### src/design/trs_pkg.sv
// Package for the trigger route switch: register map, fields and route codes
package trs_pkg;

  // ----------------------------------------------------------------
  // Bus geometry and trigger line count
  // ----------------------------------------------------------------
  localparam int unsigned TRS_ADDR_W    = 8;
  localparam int unsigned TRS_DATA_W    = 32;
  localparam int unsigned TRS_NUM_LINES = 8;

  // ----------------------------------------------------------------
  // Register byte offsets
  // ----------------------------------------------------------------
  localparam logic [7:0] TRS_OFF_ROUTE  = 8'h00;
  localparam logic [7:0] TRS_OFF_CMD    = 8'h04;
  localparam logic [7:0] TRS_OFF_SWLVL  = 8'h08;
  localparam logic [7:0] TRS_OFF_STATUS = 8'h0C;

  // ----------------------------------------------------------------
  // Field positions
  // ----------------------------------------------------------------
  localparam int unsigned TRS_ROUTE_KIND_LSB = 0;
  localparam int unsigned TRS_ROUTE_MASK_LSB = 8;
  localparam int unsigned TRS_CMD_CLEAR_BIT  = 0;
  localparam int unsigned TRS_CMD_FULL_BIT   = 1;
  localparam int unsigned TRS_SWLVL_BIT      = 0;
  localparam int unsigned TRS_STAT_ACT_BIT   = 0;
  localparam int unsigned TRS_STAT_ERR_BIT   = 1;

  // ----------------------------------------------------------------
  // Route codes and route configuration
  // ----------------------------------------------------------------
  typedef enum logic [2:0] {
    route_code_none    = 3'b000,
    route_smb_to_bus   = 3'b001,
    route_bus_to_smb   = 3'b010,
    route_sw_to_bus    = 3'b011,
    route_sw_bus_smb   = 3'b100,
    route_bus_to_bus   = 3'b101,
    route_smb_loopback = 3'b110
  } trs_route_t;

  typedef struct packed {
    trs_route_t  kind;
    logic [7:0]  line_mask;
  } trs_route_cfg_t;

  // ----------------------------------------------------------------
  // Reset values and bus responses
  // ----------------------------------------------------------------
  localparam trs_route_cfg_t TRS_ROUTE_RST = '{kind: route_code_none, line_mask: 8'h00};
  localparam logic           TRS_SWLVL_RST = 1'b1;
  localparam logic [1:0]     TRS_RESP_OKAY = 2'h0;
  localparam logic [1:0]     TRS_RESP_SLV  = 2'h2;

endpackage : trs_pkg

### src/design/trs_route_mux.sv
// Routing fabric: steers SMB, backplane lines and software level
`timescale 1ns/1ps
module trs_route_mux
  import trs_pkg::*;
(
  input  wire logic           sys_clk_i,
  input  wire logic           reset_n_i,
  input  wire trs_route_cfg_t cfg_i,
  input  wire logic           sw_level_i,
  input  wire logic           smb_in_i,
  input  wire logic [7:0]     trig_in_i,
  output logic                smb_out_o,
  output logic                smb_oe_o,
  output logic [7:0]          trig_out_o,
  output logic [7:0]          trig_oe_o
);

  logic       smb_out_nxt;
  logic       smb_oe_nxt;
  logic [7:0] trig_out_nxt;
  logic [7:0] trig_oe_nxt;

  // ----------------------------------------------------------------
  // Path selection
  // ----------------------------------------------------------------
  // levels pass unchanged
  // Every path copies the level, so edges reach receivers one cycle late
  always_comb begin
    smb_out_nxt  = 1'b0;
    smb_oe_nxt   = 1'b0;
    trig_out_nxt = 8'h00;
    trig_oe_nxt  = 8'h00;
    unique case (cfg_i.kind)
      route_smb_to_bus: begin
        trig_oe_nxt  = cfg_i.line_mask;
        trig_out_nxt = {8{smb_in_i}} & cfg_i.line_mask;
      end
      route_bus_to_smb: begin
        smb_oe_nxt  = 1'b1;
        smb_out_nxt = |(trig_in_i & cfg_i.line_mask);
      end
      route_sw_to_bus: begin
        trig_oe_nxt  = cfg_i.line_mask;
        trig_out_nxt = {8{sw_level_i}} & cfg_i.line_mask;
      end
      route_sw_bus_smb: begin
        trig_oe_nxt  = cfg_i.line_mask;
        trig_out_nxt = {8{sw_level_i}} & cfg_i.line_mask;
        smb_oe_nxt   = 1'b1;
        smb_out_nxt  = |trig_out_nxt;
      end
      default: begin
        smb_oe_nxt  = 1'b0;
        trig_oe_nxt = 8'h00;
      end
    endcase
  end

  // Registered pins keep glitches of the decode off the backplane
  always_ff @(posedge sys_clk_i or negedge reset_n_i) begin
    if (!reset_n_i) begin
      smb_out_o  <= 1'b0;
      smb_oe_o   <= 1'b0;
      trig_out_o <= 8'h00;
      trig_oe_o  <= 8'h00;
    end else begin
      smb_out_o  <= smb_out_nxt;
      smb_oe_o   <= smb_oe_nxt;
      trig_out_o <= trig_out_nxt;
      trig_oe_o  <= trig_oe_nxt;
    end
  end
endmodule : trs_route_mux

### src/design/trs_route_switch.sv
// Trigger route switch top: AXI4-Lite registers, route checks, fabric
//
// Function
// - Route the SMB input onto one chosen backplane line.
// - Drive the SMB connector from one chosen backplane line.
// - Drive one chosen backplane line from the software level.
// - Software level drives a line, and that line drives the SMB.
// - Triggers are TTL levels; receivers act on their edges.
// - After power-on or clear, nothing is connected anywhere.
// - Route readback after power-on or clear gives the none code.
// - Any other route request errors and leaves the routing untouched.
// - Line-to-line requests are refused as invalid.
// - SMB loopback requests are refused as invalid.
// - Active status reads true only while routing is enabled.
// - Applied route type and line can be read back anytime.
// - Clear opens all paths and disables routing.
// - Software trigger is a static level: true high, false low.
// - Clear leaves the stored software level unchanged.
// - Full reset and power-on set the software level true.
`timescale 1ns/1ps
module trs_route_switch
  import trs_pkg::*;
(
  input  wire logic              sys_clk_i,
  input  wire logic              reset_n_i,
  // AXI4-Lite slave
  input  wire logic [7:0]        s_axi_awaddr,
  input  wire logic              s_axi_awvalid,
  output logic                   s_axi_awready,
  input  wire logic [31:0]       s_axi_wdata,
  input  wire logic [3:0]        s_axi_wstrb,
  input  wire logic              s_axi_wvalid,
  output logic                   s_axi_wready,
  output logic [1:0]             s_axi_bresp,
  output logic                   s_axi_bvalid,
  input  wire logic              s_axi_bready,
  input  wire logic [7:0]        s_axi_araddr,
  input  wire logic              s_axi_arvalid,
  output logic                   s_axi_arready,
  output logic [31:0]            s_axi_rdata,
  output logic [1:0]             s_axi_rresp,
  output logic                   s_axi_rvalid,
  input  wire logic              s_axi_rready,
  // Trigger pins
  input  wire logic              smb_in_i,
  output logic                   smb_out_o,
  output logic                   smb_oe_o,
  input  wire logic [7:0]        trig_in_i,
  output logic [7:0]             trig_out_o,
  output logic [7:0]             trig_oe_o,
  output logic                   routing_active_flag_o
);

  // ----------------------------------------------------------------
  // Helper functions
  // ----------------------------------------------------------------
  // Only whole aligned words of the four registers are mapped
  function automatic logic addr_mapped(input logic [7:0] a);
    addr_mapped = (a == TRS_OFF_ROUTE) || (a == TRS_OFF_CMD) ||
                  (a == TRS_OFF_SWLVL) || (a == TRS_OFF_STATUS);
  endfunction : addr_mapped

  // Merge written byte lanes onto an old word
  function automatic logic [31:0] strb_merge(input logic [31:0] old_w,
                                             input logic [31:0] new_w,
                                             input logic [3:0]  strb);
    logic [31:0] m;
    m = old_w;
    for (int i = 0; i < 4; i++) begin
      if (strb[i]) begin
        m[8*i +: 8] = new_w[8*i +: 8];
      end
    end
    strb_merge = m;
  endfunction : strb_merge

  // Four legal kinds, each with exactly one line
  function automatic logic legal_route(input trs_route_cfg_t c);
    case (c.kind)
      route_smb_to_bus, route_bus_to_smb, route_sw_to_bus, route_sw_bus_smb:
        legal_route = $onehot(c.line_mask);
      default:
        legal_route = 1'b0;
    endcase
  endfunction : legal_route

  // ----------------------------------------------------------------
  // State
  // ----------------------------------------------------------------
  trs_route_cfg_t cfg_r,      cfg_nxt;
  logic           sw_level_r, sw_level_nxt;
  logic           err_r,      err_nxt;
  logic           aw_got_r,   aw_got_nxt;
  logic           w_got_r,    w_got_nxt;
  logic [7:0]     awaddr_r,   awaddr_nxt;
  logic [31:0]    wdata_r,    wdata_nxt;
  logic [3:0]     wstrb_r,    wstrb_nxt;
  logic           bvalid_r,   bvalid_nxt;
  logic [1:0]     bresp_r,    bresp_nxt;
  logic           rvalid_r,   rvalid_nxt;
  logic [31:0]    rdata_r,    rdata_nxt;
  logic [1:0]     rresp_r,    rresp_nxt;

  logic           do_write;
  logic           wr_route;
  logic           clr_cmd;
  logic           full_cmd;
  logic           wr_swlvl;
  logic           wr_stat;
  logic           route_bad;
  logic [31:0]    route_word;
  logic [31:0]    stat_word;
  logic [31:0]    wmerged;
  logic [31:0]    rd_word;
  trs_route_cfg_t req_cfg;

  // ----------------------------------------------------------------
  // Readback words and write decode
  // ----------------------------------------------------------------
  // cleared route reads none
  assign route_word = {16'h0000, cfg_r.line_mask, 5'h00, cfg_r.kind};
  // active only while a route is applied
  assign routing_active_flag_o = (cfg_r.kind != route_code_none);
  assign stat_word  = {30'h0, err_r, routing_active_flag_o};

  assign do_write = aw_got_r && w_got_r && !bvalid_r;
  assign wr_route = do_write && (awaddr_r == TRS_OFF_ROUTE);
  assign wr_swlvl = do_write && (awaddr_r == TRS_OFF_SWLVL);
  assign wr_stat  = do_write && (awaddr_r == TRS_OFF_STATUS);

  // Base word for the merge: command bits are pulses and start from zero
  always_comb begin
    unique case (awaddr_r)
      TRS_OFF_ROUTE:  wmerged = strb_merge(route_word, wdata_r, wstrb_r);
      TRS_OFF_SWLVL:  wmerged = strb_merge({31'h0, sw_level_r}, wdata_r, wstrb_r);
      default:        wmerged = strb_merge(32'h0000_0000, wdata_r, wstrb_r);
    endcase
  end

  assign req_cfg  = '{kind: trs_route_t'(wmerged[TRS_ROUTE_KIND_LSB +: 3]),
                      line_mask: wmerged[TRS_ROUTE_MASK_LSB +: 8]};
  assign route_bad = wr_route && !legal_route(req_cfg);
  assign full_cmd  = do_write && (awaddr_r == TRS_OFF_CMD) && wmerged[TRS_CMD_FULL_BIT];
  assign clr_cmd   = do_write && (awaddr_r == TRS_OFF_CMD) && wmerged[TRS_CMD_CLEAR_BIT];

  // ----------------------------------------------------------------
  // Route and software level
  // ----------------------------------------------------------------
  always_comb begin
    cfg_nxt      = cfg_r;
    sw_level_nxt = sw_level_r;
    err_nxt      = err_r;
    if (full_cmd) begin
      cfg_nxt      = TRS_ROUTE_RST;
      sw_level_nxt = TRS_SWLVL_RST;
      err_nxt      = 1'b0;
    end else if (clr_cmd) begin
      cfg_nxt = TRS_ROUTE_RST;
    end
    if (wr_route && !route_bad) begin
      cfg_nxt = req_cfg;
    end
    if (wr_swlvl) begin
      sw_level_nxt = wmerged[TRS_SWLVL_BIT];
    end
    // Write one to clear; a rejection in the same cycle wins
    if (wr_stat && wmerged[TRS_STAT_ERR_BIT]) begin
      err_nxt = 1'b0;
    end
    if (route_bad) begin
      err_nxt = 1'b1;
    end
  end

  always_ff @(posedge sys_clk_i or negedge reset_n_i) begin
    if (!reset_n_i) begin
      cfg_r      <= TRS_ROUTE_RST;
      sw_level_r <= TRS_SWLVL_RST;
      err_r      <= 1'b0;
    end else begin
      cfg_r      <= cfg_nxt;
      sw_level_r <= sw_level_nxt;
      err_r      <= err_nxt;
    end
  end

  // ----------------------------------------------------------------
  // AXI4-Lite channels
  // ----------------------------------------------------------------
  // One write and one read in flight; a pending response blocks new addresses
  assign s_axi_awready = !aw_got_r && !bvalid_r;
  assign s_axi_wready  = !w_got_r && !bvalid_r;
  assign s_axi_arready = !rvalid_r;
  assign s_axi_bvalid  = bvalid_r;
  assign s_axi_bresp   = bresp_r;
  assign s_axi_rvalid  = rvalid_r;
  assign s_axi_rdata   = rdata_r;
  assign s_axi_rresp   = rresp_r;

  // Read mux; the command register reads as zero
  always_comb begin
    unique case (s_axi_araddr)
      TRS_OFF_ROUTE:  rd_word = route_word;
      TRS_OFF_SWLVL:  rd_word = {31'h0, sw_level_r};
      TRS_OFF_STATUS: rd_word = stat_word;
      default:        rd_word = 32'h0000_0000;
    endcase
  end

  always_comb begin
    aw_got_nxt = aw_got_r;
    w_got_nxt  = w_got_r;
    awaddr_nxt = awaddr_r;
    wdata_nxt  = wdata_r;
    wstrb_nxt  = wstrb_r;
    bvalid_nxt = bvalid_r;
    bresp_nxt  = bresp_r;
    rvalid_nxt = rvalid_r;
    rdata_nxt  = rdata_r;
    rresp_nxt  = rresp_r;
    if (s_axi_awvalid && s_axi_awready) begin
      aw_got_nxt = 1'b1;
      awaddr_nxt = s_axi_awaddr;
    end
    if (s_axi_wvalid && s_axi_wready) begin
      w_got_nxt = 1'b1;
      wdata_nxt = s_axi_wdata;
      wstrb_nxt = s_axi_wstrb;
    end
    if (do_write) begin
      aw_got_nxt = 1'b0;
      w_got_nxt  = 1'b0;
      bvalid_nxt = 1'b1;
      bresp_nxt  = (!addr_mapped(awaddr_r) || route_bad) ? TRS_RESP_SLV : TRS_RESP_OKAY;
    end else if (bvalid_r && s_axi_bready) begin
      bvalid_nxt = 1'b0;
    end
    if (s_axi_arvalid && s_axi_arready) begin
      rvalid_nxt = 1'b1;
      rdata_nxt  = rd_word;
      rresp_nxt  = addr_mapped(s_axi_araddr) ? TRS_RESP_OKAY : TRS_RESP_SLV;
    end else if (rvalid_r && s_axi_rready) begin
      rvalid_nxt = 1'b0;
    end
  end

  always_ff @(posedge sys_clk_i or negedge reset_n_i) begin
    if (!reset_n_i) begin
      aw_got_r <= 1'b0;
      w_got_r  <= 1'b0;
      awaddr_r <= 8'h00;
      wdata_r  <= 32'h0000_0000;
      wstrb_r  <= 4'h0;
      bvalid_r <= 1'b0;
      bresp_r  <= TRS_RESP_OKAY;
      rvalid_r <= 1'b0;
      rdata_r  <= 32'h0000_0000;
      rresp_r  <= TRS_RESP_OKAY;
    end else begin
      aw_got_r <= aw_got_nxt;
      w_got_r  <= w_got_nxt;
      awaddr_r <= awaddr_nxt;
      wdata_r  <= wdata_nxt;
      wstrb_r  <= wstrb_nxt;
      bvalid_r <= bvalid_nxt;
      bresp_r  <= bresp_nxt;
      rvalid_r <= rvalid_nxt;
      rdata_r  <= rdata_nxt;
      rresp_r  <= rresp_nxt;
    end
  end

  // ----------------------------------------------------------------
  // Routing fabric
  // ----------------------------------------------------------------
  trs_route_mux u_mux (
    .sys_clk_i  (sys_clk_i),
    .reset_n_i  (reset_n_i),
    .cfg_i      (cfg_r),
    .sw_level_i (sw_level_r),
    .smb_in_i   (smb_in_i),
    .trig_in_i  (trig_in_i),
    .smb_out_o  (smb_out_o),
    .smb_oe_o   (smb_oe_o),
    .trig_out_o (trig_out_o),
    .trig_oe_o  (trig_oe_o)
  );
endmodule : trs_route_switch

### config.mk
export PLATFORM = sky130hd
export DESIGN_NAME = trs_route_switch
export DESIGN_NICKNAME = d
export VERILOG_FILES = /design/src/design/trs_pkg.sv /design/src/design/trs_route_mux.sv /design/src/design/trs_route_switch.sv
export SDC_FILE = /design/constraint.sdc
export NUM_CORES = 1
export LEC_CHECK = 0
export ABC_AREA = 1
export BUFFER_PORTS_ARGS = -buffer_cell sky130_fd_sc_hd__buf_2
export CAP_MARGIN = 25
export CORE_UTILIZATION = 35
export DETAILED_ROUTE_END_ITERATION = 8
export GPL_TIMING_DRIVEN = 0
export PLACE_DENSITY = 0.71
export SLEW_MARGIN = 30
export SYNTH_ARGS = -nofsm -noshare
export SYNTH_HDL_FRONTEND = slang
export SYNTH_SLANG_ARGS = --single-unit
### constraint.sdc
create_clock -name sys_clk_i -period 5 [get_ports sys_clk_i]
set_clock_uncertainty 0.1 [all_clocks]
set_input_delay 1 -clock sys_clk_i [delete_from_list [all_inputs] [get_ports sys_clk_i]]
set_output_delay 1 -clock sys_clk_i [all_outputs]
set_load 0.05 [all_outputs]
==> metrics.csv, run 1 <==
stage,metric,value,unit
logic_synthesis,synth_edf_count,0,
clock_network,cts-root-buf,clkbuf_8,
route,routed_wl,7920,µm
logic_synthesis,syn_area,3633,µm²
sta,finalWorstSetupSlack,0.2468,ns
logic_synthesis,synth_common_cells,"dfrtp_1, nand2_1, inv_1, nor2_1",
sta,worst_pin_slew,0.5306,ns
power,powerDensity,519.1,nW/µm²
min_path,hold_depth,2,
floorplan,die_w,103.9,µm
power,p_leak,2.378,nW
sta,setup_viol,0,
logic_synthesis,ys_seq_elements,69,
floorplan,dieHeight,103.9,µm
clock_network,cts_htree_levels,3,
power,vdd_ir_drop_max,0.3856,mV
setup_path,ff2ff_setup_slack,0.25,ns
run,cap_violations,0,
setup_path,path_class,flop to flop,
outcome,status,"complete, no violations",
logic_synthesis,synth_area_per_cell,9.537,µm²
sta,maxSlewHeadroom,64.50,%
route,wire_per_inst,12.49,µm
sta,fmax,0.2104,GHz
floorplan,initial_utilization,36.67,%
logic_synthesis,synth_area_leader_cell,dfrtp_1,
logic_synthesis,ys_warn_count,0,
clock_network,tritoncts,yes,
grt,grt_max_degree,51,
sta,period_needed,4.753,ns
clock_network,clk_latency,0.34,ns
route,drc_errors,0,
route,vias,2908,
final_layout,fin_nets,571,
placement,preCtsSetupSlack,0.1159,ns
logic_synthesis,yosysMostFrequentCell,dfrtp_1,
floorplan,die_area,10790,µm²
sta,maxSlewViolCount,0,
placement,gp_congestion,0.8679,
logic_synthesis,synth_flop_cell,dfrtp_1,
route,ant_nets,0,
clock_network,cts_setup_buffers,0,
grt,grt_pass1_wl,13080,µm
logic_synthesis,ys_types,41,
sta,final_hold_viol_count,0,
floorplan,core-area,9910,µm²
setup_path,reg2regPathDepth,20,
floorplan,io_pins,128,
logic_synthesis,synth_cells,381,
sta,min_period_over_period,95.06,%
clock_network,cts_buffers,9,
final_layout,fin_util,45.92,%
final_layout,antenna_cells,0,
clock_network,clock_sinks,69,
logic_synthesis,ys_seq_area_share,47.56,%
route,via_per_inst,4.587,
clock_network,cts.clk_slew.worst_paths,0.08,ns
placement,post-dp-hpwl,6058,µm
final_layout,syn2layout_area_growth,25.24,%
min_path,hold_path.class,flop to flop,
setup_path,cp-end-kind,flop,
setup_path,critPathRequiredTime,5.18,ns
setup_path,crit_arrival,4.93,ns
route,drt_pass1_iterations,4,
clock_network,cts_max_path_buffers,2,
setup_path,cp_max_fo,10,
floorplan,placementRows,36,
grt,grt_pass1_vias,2842,
placement,portBuffers,81,
final_layout,fin_area,4551,µm²
route,drt_iter0_markers,159,
setup_path,startpoint_type,flop,
grt,grt_usage,14.99,%
grt,gr-total-overflow,0,
placement,post_dp_cell_area,4318,µm²
grt,antenna_found_initial,0,
final_layout,final_layout_size_suffix_gt1_share,37.13,%
logic_synthesis,synth_top_area_share,46.83,%
logic_synthesis,synthArstFlopShare,100.0,%
logic_synthesis,netlist_top_cells_area,"dfrtp_1, nand2_1, mux2_2",
## repair_timing
action | CTS | global route
resized for setup | 0 | 6
hold endpoints to repair | 0 | 0
hold buffers | 0 | 0
endpoints found under the setup margin | 0 | 13
## critical path, cell delays in order (launching register included)
cell and delay [ns]:
dfrtp_1 0.42, nor2_4 0.13, nand2_4 0.09, nor2_8 0.18, inv_2 0.13, o31ai_2 0.25
inv_1 0.10, fa_1 0.53, fa_1 0.56, inv_1 0.07, fa_1 0.54, ha_1 0.17
inv_1 0.06, fa_1 0.38, nor2_1 0.09, nand2_1 0.07, a211oi_2 0.24, a21boi_4 0.25
buf_6 0.15, nand4_1 0.09, nand2_1 0.09
## stage by stage
| stage | TNS, ns | total power, mW | std cells | hold slack, ns |
|---|---|---|---|---|
| after global routing | -0.4809 | 2.554 | 634 | 0.3997 |
| after floorplan | 0 | 1.614 | 403 | 0.3650 |
| after CTS | 0 | 2.323 | 634 | 0.3883 |
| final | 0 | 2.362 | 634 | 0.3840 |
| after detailed placement | 0 | 1.846 | 618 | 0.3680 |
| after global placement | 0 | 1.781 | 617 | 0.3626 |
## cell families (layout without fill, tap and decap cells)
kind of cell	after synthesis	in the layout	share of synthesized area, %
other	1	23	0.1032
adders and majority gates	7	7	3.237
DFF	69	69	47.56
buffers and inverters	81	179	11.36
AOI/OAI and AO/OA	50	50	9.987
muxes	17	17	5.268
and+or+nand+nor	156	156	22.49
## layout make-up
type,count,area (µm²)
Timing Repair Buffer,82,435.4
Buffer,36,245.2
Sequential cell,69,1728
Clock buffer,9,123.9
Inverter,45,168.9
Multi-Input combinational cell,253,1603
Clock inverter,7,80.08
Fill cell,986,5359
Tap cell,133,166.4
## worst paths after layout
path,start,endpoint
max in group asynchronous,reset_n_i,sw_level_r
worst min-delay path,s_axi_rdata[12],s_axi_rdata[12]
worst max register to register,awaddr_r[5],cfg_r[6]
min in group asynchronous,reset_n_i,awaddr_r[5]
worst max-delay path,awaddr_r[5],cfg_r[6]
worst min register to register,s_axi_rdata[12],s_axi_rdata[12]
## report_power, final
group | internal (mW) | total [mW] | switching (mW)
registers | 0.667 | 0.750 | 0.0831
logic | 0.464 | 1.14 | 0.677
clock network | 0.238 | 0.472 | 0.234
total | 1.37 | 2.36 | 0.993
## per-layer routing
metal	GRT usage (%)	part of all wire (%)	vias to the layer above
li1	-	-	1451
met1	19.97	47	1363
met2	24.52	47	86
met3	2.694	4.5	8
met4	5.204	0.82	0
met5	0	0	-
## sequential cells by signal (all words and copies together), names as in the netlist
| register | cells |
|---|---|
| sw_level_r | 1 |
| w_got_r | 1 |
| s_axi_rresp | 1 |
| wstrb_r | 2 |
| s_axi_rdata | 11 |
| s_axi_rvalid | 1 |
| aw_got_r | 1 |
| awaddr_r | 8 |
| s_axi_bresp | 1 |
| err_r | 1 |
| cfg_r | 11 |
| u_mux.smb_oe_o | 1 |
| u_mux.trig_out_o | 8 |
| u_mux.trig_oe_o | 8 |
| s_axi_bvalid | 1 |
| wdata_r | 11 |
| u_mux.smb_out_o | 1 |
## cells in the final DEF, fill, tap and decap left out, types with 3 or more instances in the layout
cell type  synthesis  layout
inv_2              3       3
nand2_2            4       4
buf_2              3      83
dfrtp_1           68      68
nor2_1            28      28
a21oi_1            6       6
o31ai_2            1       4
mux2_2            17      17
conb_1             1      23
clkbuf_1           6       6
o21ai_0            7       7
clkbuf_8           0       9
ha_1               3       3
inv_1             41      41
nand2_1           63      63
nand2_4            3       3
nand4_1           12      12
buf_4             24      25
nand3_2           13      13
fa_1               4       4
nand3_1           19      19
nor2_2             3       3
o31ai_1           24      21
nor2_4             3       3
inv_6              0       3
nor3_1             5       5
Power figures use the tool's default switching activity.
==> inputs of run 2 (changes only) <==
--- a/config.mk
+++ b/config.mk
@@ -5,7 +5,6 @@
 export SDC_FILE = /design/constraint.sdc
 export NUM_CORES = 1
 export LEC_CHECK = 0
-export ABC_AREA = 1
 export BUFFER_PORTS_ARGS = -buffer_cell sky130_fd_sc_hd__buf_2
 export CAP_MARGIN = 25
 export CORE_UTILIZATION = 35
==> metrics.csv, run 2 <==
stage,metric,value,unit
route,wire_per_inst,13.92,µm
final_layout,fillCellCount,859,
logic_synthesis,ys_warn_count,0,
placement,preCtsSetupSlack,-0.5939,ns
logic_synthesis,synth_common_cells,"dfrtp_1, buf_4, mux2_1, inv_1, nor2_1",
clock_network,clk_latency,0.36,ns
final_layout,final_layout_size_suffix_gt1_share,37.47,%
final_layout,antenna_cells,0,
power,p_leak,2.226,nW
sta,final_hold_viol_count,0,
setup_path,startpoint_type,flop,
route,met2_length,3629,µm
logic_synthesis,synth_cells,294,
route,ant_nets,0,
outcome,status,"complete, but fails checks",
grt,grt_usage,16.50,%
logic_synthesis,synth_top_area_share,50.39,%
logic_synthesis,synthArstFlopShare,100.0,%
logic_synthesis,synth_fa_ha_area_share,3.483,%
sta,finalWorstSetupSlack,-0.3456,ns
sta,rsz0062_at_grt,yes,
placement,place_inst,527,
route,vias,2693,
route,wl_met1,3428,µm
clock_network,cts_max_path_buffers,2,
placement,portBuffers,81,
setup_path,path_class,flop to flop,
final_layout,final_common_cell,buf_2,
floorplan,dieHeight,100.2,µm
clock_network,cts.clk_slew.worst_paths,0.08,ns
logic_synthesis,ys_types,51,
setup_path,critPathRequiredTime,5.15,ns
route,drt_pass1_iterations,4,
setup_path,crit_arrival,5.49,ns
route,drc_errors,0,
run,cap_violations,0,
final_layout,fin_area,4482,µm²
placement,post-dp-hpwl,5534,µm
route,drt_iter0_markers,102,
sta,setup_viol,11,
logic_synthesis,synth_area_leader_cell,dfrtp_1,
logic_synthesis,ys_seq_area_share,51.17,%
setup_path,startpoint,awaddr_r[2],
setup_path,crit_path_end,cfg_r[7],
power,powerDensity,563.9,nW/µm²
final_layout,fin_util,48.27,%
clock_network,cts_hold_buf,0,
clock_network,cts-root-buf,clkbuf_8,
sta,maxSlewViolCount,0,
route,via_per_inst,4.844,
logic_synthesis,synth_flop_cell,dfrtp_1,
logic_synthesis,synthXorXnorAreaFrac,0.2594,%
setup_path,r2r-start,awaddr_r[2],
power,vdd_ir_drop_max,0.4111,mV
sta,maxSlewHeadroom,55.91,%
min_path,hold_path.class,flop to flop,
logic_synthesis,synth_area_per_cell,11.49,µm²
sta,fmax,0.1871,GHz
logic_synthesis,yosysMostFrequentCell,dfrtp_1,
final_layout,fin_cells,556,
sta,period_needed,5.346,ns
setup_path,ff2ff_setup_slack,-0.35,ns
route,dr_wl_met3,498,µm
floorplan,core-area,9284,µm²
power,power,2.527,mW
route,routed_wl,7740,µm
setup_path,reg2regPathDepth,16,
grt,gr-total-overflow,0,
grt,grt_max_degree,36,
floorplan,io_pins,128,
placement,post_dp_cell_area,4095,µm²
grt,grt_pass1_wl,12630,µm
setup_path,r2r-end,cfg_r[7],
sta,min_period_over_period,106.9,%
placement,gp_congestion,0.9111,
logic_synthesis,synth_top_family_by_area,simple AND/OR/NAND/NOR gates,
clock_network,clock_sinks,69,
logic_synthesis,netlist_top_cells_area,"dfrtp_1, mux2_1, buf_4",
clock_network,cts_htree_levels,3,
logic_synthesis,ys_seq_elements,69,
floorplan,die_area,10050,µm²
final_layout,syn2layout_area_growth,32.72,%
logic_synthesis,yosys.area_share.simple,14.60,%
logic_synthesis,synthMuxAreaShare,7.670,%
floorplan,die_w,100.2,µm
floorplan,initial_utilization,36.37,%
clock_network,cts_buffers,9,
floorplan,placementRows,35,
setup_path,cp-end-kind,flop,
final_layout,layout_common_cells,"buf_2, dfrtp_1, buf_4, conb_1, mux2_1",
final_layout,fin_nets,497,
setup_path,cp_max_fo,5,
route,dr.max_layer_used,met4,
sta,tns,-3.333,ns
logic_synthesis,synth-compound-area-share,14.56,%
logic_synthesis,syn_area,3377,µm²
grt,antenna_found_initial,0,
sta,whs,0.3852,ns
grt,grt_pass1_vias,2595,
clock_network,tritoncts,yes,
logic_synthesis,synth_edf_count,0,
sta,worst_pin_slew,0.6614,ns
outcome,violations,negative setup slack,
-- run 2: changes by cell type in the layout (fill, tap and decap cells not counted), moves of 13 or more --
cell,before,now
nand2_1,63,10
inv_1,41,14
mux2_1,0,20
o31ai_1,21,1
nor2_1,28,13
mux2_2,17,3
nand3_2,13,0
-- run 2: repair_timing --
action,CTS,global route
setup endpoints to repair,11,12
pin swaps,10,5
buffers inserted,8,3
resized for setup,9,0
cloned,1,1
-- run 2: logic make-up after synthesis --
| group | count (synthesis) |
|---|---|
| and+or+nand+nor | 83 |
| DFF | 69 |
| AOI/OAI and AO/OA | 62 |
| buffers and inverters | 48 |
| muxes | 23 |
| adders and majority gates | 7 |
| other | 1 |
| xor gates and xnor gates | 1 |
-- run 2: worst min path at each step --
stage / cells past startpoint / endpoint / from
5_1_grt: 2 / err_r / err_r
3_3_place_gp: 2 / s_axi_rdata[0] / s_axi_rdata[0]
3_5_place_dp: 2 / s_axi_rdata[0] / s_axi_rdata[0]
2_1_floorplan: 2 / err_r / err_r
4_1_cts: 2 / s_axi_rdata[0] / s_axi_rdata[0]
6_report: 2 / s_axi_rdata[0] / s_axi_rdata[0]
-- run 2: critical path, stage by stage, from the launching register on --
cell and delay [ns]:
dfrtp_2 0.41, or4_4 0.57, nor3_4 0.32, a22oi_2 0.13, fa_1 0.54, fa_1 0.56, inv_1 0.05, fa_1 0.49
ha_2 0.19, inv_2 0.04, fa_1 0.49, and4b_1 0.24, a31oi_4 0.06, o21ba_4 0.21, or4_4 0.43, buf_6 0.15
a32o_1 0.25
-- run 2: power breakdown --
| part | internal, mW | switching [mW] | total, mW | leakage [nW] |
|---|---|---|---|---|
| Sequential | 0.677 | 0.0952 | 0.772 | 0.897 |
| Combinational | 0.512 | 0.684 | 1.20 | 1.21 |
| Clock | 0.334 | 0.225 | 0.559 | 0.124 |
| Total | 1.52 | 1.00 | 2.53 | 2.23 |
-- run 2: final cells by class --
cell class,instances,area [µm²],area share (%)
Buffer,33,225.2,5.025
Clock buffer,9,123.9,2.764
Clock inverter,7,121.4,2.708
Inverter,15,56.30,1.256
Multi-Input combinational cell,199,1534,34.23
Sequential cell,69,1729,38.58
Tap cell,129,161.4,3.601
Timing Repair Buffer,95,530.5,11.84
-- run 2: routing by layer --
layer / vias to the layer above / GRT usage [%]
met2: 103 / 26.71
met5: - / 0
met1: 1290 / 20.22
met3: 17 / 4.735
met4: 0 / 8.027
li1: 1283 / -
